[src/rtl/amc_pkg.sv]
// package: constants and carriers for the async mram host controller
package amc_pkg;
   localparam int unsigned CLK_PERIOD_NS = 10;
   localparam int unsigned ADDR_W        = 18;
   localparam int unsigned DATA_W        = 16;
   // timing figures in ns
   localparam int unsigned T_CYCLE_NS      = 35;
   localparam int unsigned T_ACCESS_NS     = 35;
   localparam int unsigned T_OE_ACCESS_NS  = 15;
   localparam int unsigned T_STROBE_NS     = 15;
   localparam int unsigned T_DATA_SETUP_NS = 10;
   localparam int unsigned T_RECOVERY_NS   = 12;
   localparam int unsigned T_FLOAT_NS      = 15;
   localparam int unsigned T_HIGH_NS       = 2;
   localparam int unsigned T_POWERUP_NS    = 2000000;
   // derived cycle counts: least times round up
   localparam int unsigned CYC_CYCLE    = (T_CYCLE_NS + CLK_PERIOD_NS - 1) / CLK_PERIOD_NS;
   localparam int unsigned CYC_ACCESS   = (T_ACCESS_NS + CLK_PERIOD_NS - 1) / CLK_PERIOD_NS;
   localparam int unsigned CYC_STROBE   = (T_STROBE_NS + CLK_PERIOD_NS - 1) / CLK_PERIOD_NS;
   localparam int unsigned CYC_RECOVERY = (T_RECOVERY_NS + CLK_PERIOD_NS - 1) / CLK_PERIOD_NS;
   localparam int unsigned CYC_FLOAT    = (T_FLOAT_NS + CLK_PERIOD_NS - 1) / CLK_PERIOD_NS;
   localparam int unsigned CYC_HIGH     = (T_HIGH_NS + CLK_PERIOD_NS - 1) / CLK_PERIOD_NS;
   localparam int unsigned CYC_POWERUP  = (T_POWERUP_NS + CLK_PERIOD_NS - 1) / CLK_PERIOD_NS;
   localparam int unsigned CNT_W        = 18;
   localparam logic [15:0] DATA_RST     = 16'h0000;
   localparam logic [17:0] ADDR_RST     = 18'h0_0000;

   typedef struct packed {
      logic        write;
      logic [1:0]  lanes;
      logic [17:0] addr;
      logic [15:0] wdata;
   } amc_req_t;

   typedef struct packed {
      logic        chip_sel_n;
      logic        wr_strobe_n;
      logic        out_en_n;
      logic        high_lane_select_n;
      logic        low_lane_select_n;
   } amc_ctl_t;

   typedef enum logic [2:0] {
      AMC_POWERUP = 3'b000,
      AMC_IDLE    = 3'b001,
      AMC_RD      = 3'b010,
      AMC_WR      = 3'b011,
      AMC_WREC    = 3'b100,
      AMC_FLOAT   = 3'b101,
      AMC_GAP     = 3'b110
   } amc_state_t;
endpackage : amc_pkg

[src/rtl/amc_counter.sv]
// down counter used for every timed phase of the host controller
`timescale 1ns/1ps
module amc_counter #(
   parameter int unsigned WIDTH = 18
) (
   input  wire logic             clk,
   input  wire logic             reset,
   input  wire logic             ce,
   input  wire logic             load,
   input  wire logic [WIDTH-1:0] load_val,
   output logic                  zero
);
   logic [WIDTH-1:0] cnt_r;
   logic [WIDTH-1:0] cnt_nxt;

   always_comb begin
      cnt_nxt = cnt_r;
      if (load) begin
         cnt_nxt = load_val;
      end else if (cnt_r != '0) begin
         cnt_nxt = cnt_r - 1'b1;
      end
   end

   always_ff @(posedge clk) begin
      if (reset) begin
         cnt_r <= '0;
      end else if (ce) begin
         cnt_r <= cnt_nxt;
      end
   end

   assign zero = (cnt_r == '0);
endmodule : amc_counter

[src/rtl/amc_host.sv]
// host controller driving an asynchronous 256k x 16 mram over its pins
// Function
// - write strobe stays high throughout every read cycle.
// - host holds write overlap low at least 15 ns.
// - host sets data 10 ns before write end, holds 0 ns after.
// - address valid 18 ns before write end, setup 0 ns.
// - chip select assertions spaced at least 35 ns apart.
// - raised strobe, select or lane select stays high 2 ns.
// - address held 12 ns after write end before changing.
// - both lane selects switch together within 2 ns skew.
// - chip select and strobe high 2 ms after power-up.
`timescale 1ns/1ps
module amc_host #(
   parameter int unsigned POWERUP_CYCLES = amc_pkg::CYC_POWERUP
) (
   input  wire logic                clk,
   input  wire logic                reset,
   input  wire logic                ce,
   input  wire amc_pkg::amc_req_t   req,
   input  wire logic                req_valid,
   output logic                     req_ready,
   output logic [15:0]              rd_data,
   output logic                     rd_valid,
   output logic                     wr_done,
   output logic [17:0]              mem_addr,
   output amc_pkg::amc_ctl_t        mem_ctl,
   input  wire logic [15:0]         mem_dq_in,
   output logic [15:0]              mem_dq_out,
   output logic                     mem_dq_oe
);
   amc_pkg::amc_state_t state_r, state_nxt;
   amc_pkg::amc_ctl_t   ctl_r, ctl_nxt;
   amc_pkg::amc_req_t   cur_r, cur_nxt;
   logic [17:0]         addr_r, addr_nxt;
   logic [15:0]         dq_out_r, dq_out_nxt;
   logic                dq_oe_r, dq_oe_nxt;
   logic [15:0]         rdata_r, rdata_nxt;
   logic                rvalid_r, rvalid_nxt;
   logic                wdone_r, wdone_nxt;
   logic                ready_r, ready_nxt;
   logic                ld;
   logic [17:0]         ld_val;
   logic                tmr_zero;
   logic                pu_load_r;

   localparam amc_pkg::amc_ctl_t CTL_IDLE = 5'h1F;

   amc_counter #(
      .WIDTH    (amc_pkg::CNT_W)
   ) u_tmr (
      .clk      (clk),
      .reset    (reset),
      .ce       (ce),
      .load     (ld),
      .load_val (ld_val),
      .zero     (tmr_zero)
   );

   always_comb begin
      state_nxt  = state_r;
      ctl_nxt    = ctl_r;
      cur_nxt    = cur_r;
      addr_nxt   = addr_r;
      dq_out_nxt = dq_out_r;
      dq_oe_nxt  = dq_oe_r;
      rdata_nxt  = rdata_r;
      rvalid_nxt = 1'b0;
      wdone_nxt  = 1'b0;
      ready_nxt  = 1'b0;
      ld         = 1'b0;
      ld_val     = '0;
      unique case (state_r)
         amc_pkg::AMC_POWERUP: begin
            ctl_nxt = CTL_IDLE;
            // timer is zero out of reset, so it must be armed before it is watched
            if (pu_load_r) begin
               ld     = 1'b1;
               ld_val = 18'(POWERUP_CYCLES - 1);
            end else if (tmr_zero) begin
               state_nxt = amc_pkg::AMC_IDLE;
               ready_nxt = 1'b1;
            end
         end
         amc_pkg::AMC_IDLE: begin
            ready_nxt = 1'b1;
            if (req_valid && ready_r) begin
               ready_nxt = 1'b0;
               cur_nxt   = req;
               addr_nxt  = req.addr;
               // all pins switch on one edge: lanes have no skew, address setup zero
               ctl_nxt.chip_sel_n         = 1'b0;
               ctl_nxt.low_lane_select_n  = ~req.lanes[0];
               ctl_nxt.high_lane_select_n = ~req.lanes[1];
               if (req.write) begin
                  ctl_nxt.wr_strobe_n = 1'b0;
                  ctl_nxt.out_en_n    = 1'b1;
                  dq_out_nxt          = req.wdata;
                  dq_oe_nxt           = 1'b1;
                  ld                  = 1'b1;
                  ld_val              = 18'(amc_pkg::CYC_STROBE - 1);
                  state_nxt           = amc_pkg::AMC_WR;
               end else begin
                  ctl_nxt.wr_strobe_n = 1'b1;
                  ctl_nxt.out_en_n    = 1'b0;
                  ld                  = 1'b1;
                  // one extra cycle so the sample lands after full access time
                  ld_val              = 18'(amc_pkg::CYC_ACCESS);
                  state_nxt           = amc_pkg::AMC_RD;
               end
            end
         end
         amc_pkg::AMC_RD: begin
            if (tmr_zero) begin
               rdata_nxt  = mem_dq_in & {{8{cur_r.lanes[1]}}, {8{cur_r.lanes[0]}}};
               rvalid_nxt = 1'b1;
               ctl_nxt    = CTL_IDLE;
               ld         = 1'b1;
               ld_val     = 18'(amc_pkg::CYC_FLOAT - 1);
               state_nxt  = amc_pkg::AMC_FLOAT;
            end
         end
         amc_pkg::AMC_WR: begin
            if (tmr_zero) begin
               // strobe and select end together; data and address still held
               ctl_nxt   = CTL_IDLE;
               ld        = 1'b1;
               ld_val    = 18'(amc_pkg::CYC_RECOVERY - 1);
               state_nxt = amc_pkg::AMC_WREC;
            end
         end
         amc_pkg::AMC_WREC: begin
            if (tmr_zero) begin
               dq_oe_nxt = 1'b0;
               wdone_nxt = 1'b1;
               ld        = 1'b1;
               ld_val    = 18'(amc_pkg::CYC_HIGH - 1);
               state_nxt = amc_pkg::AMC_GAP;
            end
         end
         amc_pkg::AMC_FLOAT: begin
            // wait until device releases the bus before any host drive
            if (tmr_zero) begin
               ld        = 1'b1;
               ld_val    = 18'(amc_pkg::CYC_HIGH - 1);
               state_nxt = amc_pkg::AMC_GAP;
            end
         end
         amc_pkg::AMC_GAP: begin
            if (tmr_zero) begin
               state_nxt = amc_pkg::AMC_IDLE;
               ready_nxt = 1'b1;
            end
         end
         default: begin
            state_nxt = amc_pkg::AMC_IDLE;
            ctl_nxt   = CTL_IDLE;
            dq_oe_nxt = 1'b0;
         end
      endcase
   end

   // pu_load_r is high for the first enabled edge after reset only

   always_ff @(posedge clk) begin
      if (reset) begin
         state_r   <= amc_pkg::AMC_POWERUP;
         ctl_r     <= CTL_IDLE;
         cur_r     <= '0;
         addr_r    <= amc_pkg::ADDR_RST;
         dq_out_r  <= amc_pkg::DATA_RST;
         dq_oe_r   <= 1'b0;
         rdata_r   <= amc_pkg::DATA_RST;
         rvalid_r  <= 1'b0;
         wdone_r   <= 1'b0;
         ready_r   <= 1'b0;
         pu_load_r <= 1'b1;
      end else if (ce) begin
         // ce low freezes timer and pins alike, so every phase only stretches
         state_r   <= state_nxt;
         ctl_r     <= ctl_nxt;
         cur_r     <= cur_nxt;
         addr_r    <= addr_nxt;
         dq_out_r  <= dq_out_nxt;
         dq_oe_r   <= dq_oe_nxt;
         rdata_r   <= rdata_nxt;
         rvalid_r  <= rvalid_nxt;
         wdone_r   <= wdone_nxt;
         ready_r   <= ready_nxt;
         pu_load_r <= 1'b0;
      end
   end

   // limitations of this controller:
   // one access at a time, no page mode with chip select held low
   // every read pays the full select access time
   // select and strobe fall and rise together, so every write is strobe-ended
   // cycle counts assume a 10 ns clock and round each least time up
   // the power-up wait restarts only with reset, not on a supply dip

   assign req_ready  = ready_r;
   assign rd_data    = rdata_r;
   assign rd_valid   = rvalid_r;
   assign wr_done    = wdone_r;
   assign mem_addr   = addr_r;
   assign mem_ctl    = ctl_r;
   assign mem_dq_out = dq_out_r;
   assign mem_dq_oe  = dq_oe_r;
endmodule : amc_host

[config.mk]
export PLATFORM = sky130hd
export DESIGN_NAME = amc_host
export DESIGN_NICKNAME = d
export VERILOG_FILES = /design/src/rtl/amc_pkg.sv /design/src/rtl/amc_counter.sv /design/src/rtl/amc_host.sv
export SDC_FILE = /design/constraint.sdc
export NUM_CORES = 1
export LEC_CHECK = 0
export BUFFER_PORTS_ARGS = -buffer_cell sky130_fd_sc_hd__buf_2
export CAP_MARGIN = 20
export CORE_UTILIZATION = 50
export CTS_CLUSTER_SIZE = 28
export DETAILED_ROUTE_END_ITERATION = 8
export PLACE_DENSITY_LB_ADDON = 0.2
export SLEW_MARGIN = 20
export SYNTH_ARGS = -nofsm -noshare
export SYNTH_HDL_FRONTEND = slang
export SYNTH_SLANG_ARGS = --single-unit
[constraint.sdc]
create_clock -name clk -period 3.1 [get_ports clk]
set_clock_uncertainty 0.15 [all_clocks]
set_input_delay 0.31 -clock clk [delete_from_list [all_inputs] [get_ports clk]]
set_output_delay 0.31 -clock clk [all_outputs]
set_load 0.01 [all_outputs]
# ---- Yosys cells after proc, flatten, opt, wreduce, memory -nomap -nowiden
# Cells that the tools add are included.
dict set report word_totals {
  ff_bits 83
  out_inout_bits 59
  word_cells 85
}
dict set report op_classes {
  n_reduce_logical 17
  n_addsub 1
  n_eq_ne 14
  n_mux 32
  bitwise_logic 5
}
# operator count
set ops {}
lappend ops {{18-bit two-way mux} 3}
lappend ops {{18-bit one-hot mux with 3 select lines} 1}
lappend ops {{3-bit two-way mux} 8}
lappend ops {{18-bit logical NOT} 1}
lappend ops {{3-bit one-hot mux with 6 select lines} 1}
lappend ops {{18-bit nonzero test} 1}
lappend ops {{18-bit by 1-bit subtractor with 18-bit output, second input constant} 1}
lappend ops {{16-bit bitwise AND} 1}
lappend ops {{5-bit one-hot mux with 3 select lines} 1}
lappend ops {{1-bit two-way mux} 12}
lappend ops {{2-bit inequality test, second input constant} 6}
lappend ops {{5-bit two-way mux} 2}
lappend ops {{3-bit == test, second input constant} 3}
lappend ops {{1-bit one-hot mux with 3 select lines} 3}
lappend ops {{4-bit AND reduction} 2}
lappend ops {{3-bit by 2-bit == test with 1-bit output, second input constant} 2}
lappend ops {{3-bit AND reduction} 2}
lappend ops {{6-bit AND reduction} 1}
lappend ops {{5-bit AND reduction} 1}
lappend ops {{5-bit OR reduction} 1}
lappend ops {{2-bit by 1-bit inequality test with 1-bit output, second input constant} 2}
lappend ops {{1-bit inverter} 4}
lappend ops {{2-bit OR reduction} 2}
lappend ops {{4-bit OR reduction} 1}
lappend ops {{other kinds (7)} 7}

# ---- Depth between registers and ports, before layout
dict set report depth {
  word_depth 5
  ltp_mapped 10
  ltp_nobuf 8
}

# ---- Cells and area by module
# A second synthesis with hierarchy kept.
dict set report hier_totals {
  hier_cells 447
  hier_area_um2 3779.9
}
# mod cells_each instances area_per_inst_um2
set by_module_without_submodules {}
lappend by_module_without_submodules {amc_host 280 1 2600.0}
lappend by_module_without_submodules {amc_counter 167 1 1179.9}

# ---- Worst setup path after synthesis
# No wires, ideal clock.
dict set report synth_path {
  path_kind {register to register}
  from {register u_tmr.cnt_r[0]}
  to {register ctl_r (netlist bit mem_ctl[2])}
  path_slack_ns 0.465
  stages_incl_launch_ff 11
  n_path_buf 2
  setup_time_ns 0.134
  t_arrival_ns 2.350
  t_required_ns 2.816
  cell_sequence {dfxtp_1 -> inv_1 -> ha_1 -> nor3b_1 -> nand3_1 -> or4_1 -> buf_2 -> a221o_1 -> buf_2 -> nor3b_1 -> o21ai_1}
}
dict set report synth_via {
  elab_chain_len 3
}
# item line_no
set synth_rtl {}
lappend synth_rtl {{start: declaration} amc_counter.sv:13} ;# logic [WIDTH-1:0] cnt_r;
lappend synth_rtl {{start signal: assignment} amc_counter.sv:29} ;# cnt_r <= cnt_nxt;
lappend synth_rtl {{18-bit logical NOT} amc_counter.sv:33} ;# assign zero = (cnt_r == '0);
lappend synth_rtl {{2-bit by 1-bit inequality test with 1-bit output (no source line)} n/a}
lappend synth_rtl {{4-bit AND reduction (no source line)} n/a}
lappend synth_rtl {{end signal: assignment} amc_host.sv:180} ;# ctl_r <= ctl_nxt;
lappend synth_rtl {{end: declaration} amc_host.sv:32} ;# amc_pkg::amc_ctl_t ctl_r, ctl_nxt;
# Every way passes these cells.
# A chain may end at the register's enable or synchronous reset.

# ---- Final worst setup path
dict set report layout_path {
  from {register state_r[1]}
  to {register u_tmr.cnt_r[12]}
}
dict set report layout_via {
  elab_chain_len 5
  elab_cells_between_ends 13
  cone_classes {eq/ne: 5; mux: 3; reduce/logical: 5}
}
# item line_no
set layout_rtl {}
lappend layout_rtl {{start: declaration} amc_host.sv:31} ;# amc_pkg::amc_state_t state_r, state_nxt;
lappend layout_rtl {{start signal: assignment} amc_host.sv:166} ;# state_r <= amc_pkg::AMC_POWERUP;
lappend layout_rtl {{start signal: assignment} amc_host.sv:179} ;# state_r <= state_nxt;
lappend layout_rtl {{3-bit == test or 3-bit by 2-bit == test with 1-bit output (tied branches)} amc_host.sv:72} ;# unique case (state_r)
lappend layout_rtl {{4-bit OR reduction (no source line)} n/a}
lappend layout_rtl {{1-bit one-hot mux with 3 select lines} amc_host.sv:72}
lappend layout_rtl {{2-bit nonzero test (no source line)} n/a}
lappend layout_rtl {{2-bit AND reduction (no source line)} n/a}
# Parallel ways exist; a longest one is shown, timed or not.

==> metrics.md <==
| Metric | Value |
|---|---|
| Most common cell in the netlist | `nand2_1` |
| Top cells by area, synth | `dfxtp_1 (46%), nand2_1 (12%), a21oi_1 (9.9%)` |
| CTS tree | `done` |
| Distinct cells, synth | `52` |
| Diode count | `0` |
| Pint | `1764 uW` |
| Nets | `between 600 and 700` |
| Worst Path Buf+Inv | `2` |
| Power, Total | `about 2300 uW` |
| Setup Fix Bufs, Post-CTS | `0` |
| Sequential-to-total area share from yosys stat | `between 40% and 50%` |
| IO Pins | `116` |
| CTS resizes | `0` |
| Largest net degree at the start of global routing | `between 60 and 70` |
| Synth warn | `0` |
| Fin. Hold Viols | `0` |
| First-pass GRT wire length | `~15 mm` |
| RSZ-0062 raised after global routing | `no` |
| Final worst path period share | `approximately nine tenths` |
| Die height | `87.22 um` |
| DRC viols | `0` |
| Final setup fails | `0` |
| Prevailing post-synth register cell | `dfxtp_1` |
| Placed cell area | `about 4300 sq um` |
| TNS Setup | `0 ns` |
| Clk Latency, worst-skew pair | `approximately 0.35 ns` |
| Antenna Nets Post-Route | `0` |
| Layout cells sized above 1 | `between 20% and 30%` |
| Leakage | `0.001893 uW` |
| CTS buffer count | `9` |
| Syn Nets | `around 520` |
| Vias in the first global route | `~3400` |
| Seq pwr share | `47.4%` |
| Max FO, Critical Path | `17` |
| Comb power frac | `a little under an eighth` |
| Hold_buf cts | `0` |
| Worst VDD drop | `approximately 0.32 mV` |
| Highest Clock Rate | `roughly 0.36 GHz` |
| Clk buf depth | `2` |
| CTS root buf | `clkbuf_8` |
| P&R area growth vs syn | `25.57%` |
| Worst Setup End Kind | `flop` |
| Routed len/inst | `approximately 14 um` |
| Row cnt | `30` |
| Ys async rst share | `0%` |
| Top Family by Delay on Critical Path | `simple AND/OR/NAND/NOR gates` |
| Critical Path Slowest Stage Cell | `or4b_2` |
| Clock Power Share | `41.0%` |
| Type of the worst setup path | `flop to flop` |
| HPWL after detailed placement | `between 6 and 7 mm` |
| P_sw | `584.6 uW` |
| Number of max-cap violations | `0` |
| Layout Utilization | `between 60 and 70%` |
| Post-Syn Area | `3631 sq um` |
| Worst slew pin tran | `about 0.7 ns` |
| GPL Wtd Cong | `between 0.8 and 0.9` |
| Area leader, netlist | `dfxtp_1` |
| Tmin final | `about 2.8 ns` |
| Post-Layout Cell Count | `between 600 and 700` |
| Via density | `approximately 5.4` |
| Yosys top cell area share | `about 46%` |
| Initial antenna violation count | `0` |
| Slew Limit Fails | `0` |
| Sw Ratio | `24.89%` |
| Power per cell area | `~520 nW/um^2` |
| H-tree lvl count | `3` |
| EDFF count, synth | `0` |
| WL final | `9.114 mm` |
| Iteration-0 DRC Markers | `193` |
| DIE AREA | `7606 sq um` |
| Worst path required time | `between 3 and 4 ns` |
| Top cells by count, synth | `nand2_1 (113), dfxtp_1 (83), a21oi_1 (72), nor2_1 (30), clkbuf_1 (23)` |
| Core area | `roughly 6900 sq um` |
| Critical path cell sequence | `inv_1, ha_1, o21ai_0, o21ai_2, buf_4, or4b_2, a21oi_1` |
| CP arrival | `a little under 3 ns` |
| Chip width | `just under 90 um` |
| Total vias in the final route | `3649` |
| Outcome | `complete, no violations` |
| Synth Register Bits | `83` |
| Cells after synthesis | `around 460` |
| Placed cells | `around 660` |
| # clock sinks | `a little over 80` |
| Critical Path Max Stage Delay | `about 0.64 ns` |
| Starting density of the core | `between 50% and 60%` |
| Syn avg cell area | `roughly 7.9 sq um` |
| 1st-pass router iterations | `4` |
| Worst min-delay path class | `primary input to flop` |
| Slew HR | `52.75%` |
| Gr usage total | `around 25%` |
| Total grt overflow | `0` |
| CP Launch Type | `flop` |
| Post-route cell area | `4559 sq um` |
| Port bufs | `between 100 and 150` |
| Clock transition at the registers of the reported paths | `around 0.090 ns` |
-- registers in the layout, indices dropped and copies added, names as in the netlist --
register	flops
pu_load_r	1
wr_done	1
rd_data	16
rd_valid	1
mem_dq_out	16
mem_ctl	5
req_ready	1
u_tmr.cnt_r	18
state_r	3
mem_dq_oe	1
mem_addr	18
cur_r	2
-- per-layer routing --
layer	vias up	share of wire (%)	global-route usage (%)
met5	-	0	0
met3	12	6.7	7.583
met2	108	47	40.87
li1	1831	-	-
met4	0	1.3	7.452
met1	1698	45	30.82
-- path summary, 6_finish.rpt --
kind	start	end	slack, ns	cells past startpoint
worst min register to register	rd_data[10]	rd_data[10]	0.30	2
worst max-delay path	state_r[1]	u_tmr.cnt_r[12]	0.34	7
worst min-delay path	req[25]	mem_addr[9]	0.03	3
worst max register to register	state_r[1]	u_tmr.cnt_r[12]	0.34	7
-- worst reg2reg max path, delay by kind of cell (launching register included) --
kind	cells	cell delay, ns
and+or+nand+nor	1	0.64
AOI/OAI and AO/OA	3	0.62
buffers and inverters	2	0.34
DFF	1	0.59
adders and majority gates	1	0.34
-- power groups by stage --
stage | Combinational (uW) | Clock [uW] | Sequential [uW]
2_1_floorplan | 178 | 0 | 1130
3_3_place_gp | 264 | 0 | 1140
3_5_place_dp | 269 | 0 | 1140
4_1_cts | 270 | 977 | 1110
5_1_grt | 300 | 1020 | 1120
6_report | 272 | 962 | 1110
-- cells in the final DEF, fill, tap and decap left out, types with 2 or more instances in the layout --
master | netlist | final
o22ai_1 | 2 | 2
nand2b_1 | 3 | 3
dfxtp_1 | 83 | 83
nand2_1 | 113 | 113
nor2_1 | 30 | 30
o41ai_1 | 2 | 2
a2111oi_0 | 2 | 2
nor2b_1 | 3 | 3
ha_1 | 4 | 4
buf_4 | 0 | 15
nor3b_2 | 1 | 2
nand4_1 | 3 | 3
bufinv_16 | 0 | 3
inv_1 | 5 | 5
o21ai_0 | 20 | 20
or4_4 | 2 | 2
nand3_1 | 19 | 19
or3_1 | 5 | 5
nor3_2 | 1 | 2
buf_2 | 4 | 115
o211ai_1 | 5 | 5
mux2i_1 | 4 | 4
o21a_1 | 2 | 2
nor4_1 | 3 | 3
and3_1 | 2 | 2
nor3b_1 | 3 | 2
clkinv_1 | 2 | 2
o21ai_1 | 4 | 4
nor3_1 | 9 | 8
o31ai_1 | 4 | 4
a32o_1 | 3 | 3
clkbuf_8 | 0 | 10
or4_1 | 2 | 2
a21oi_1 | 72 | 72
-- per-stage QoR --
stage	worst slack, ns	hold WS [ns]
6_report	0.3381	0.03078
5_1_grt	0.1480	0.02266
4_1_cts	0.3567	0.02436
3_5_place_dp	0.3740	0.2928
3_3_place_gp	0.4353	0.2862
2_1_floorplan	0.4653	0.2960
-- cell families after synthesis --
logic type               synth area share (%)
flip-flops                              45.76
buffers and inverters                   4.583
AO/OA/AOI/OAI                           21.12
AND/OR/NAND/NOR                         26.05
adder cells (fa/ha/maj)                 1.378
multiplexers                            1.103
-- cell type report --
| class | count | area (sq um) |
|---|---|---|
| Fill cell | 646 | 2347 |
| Multi-Input combinational cell | 342 | 1813 |
| Sequential cell | 83 | 1662 |
| Timing Repair Buffer | 130 | 688.2 |
| Clock buffer | 11 | 141.4 |
| Tap cell | 96 | 120.1 |
| Clock inverter | 5 | 108.9 |
| Inverter | 7 | 26.28 |
(Power assumes the default switching activity.)
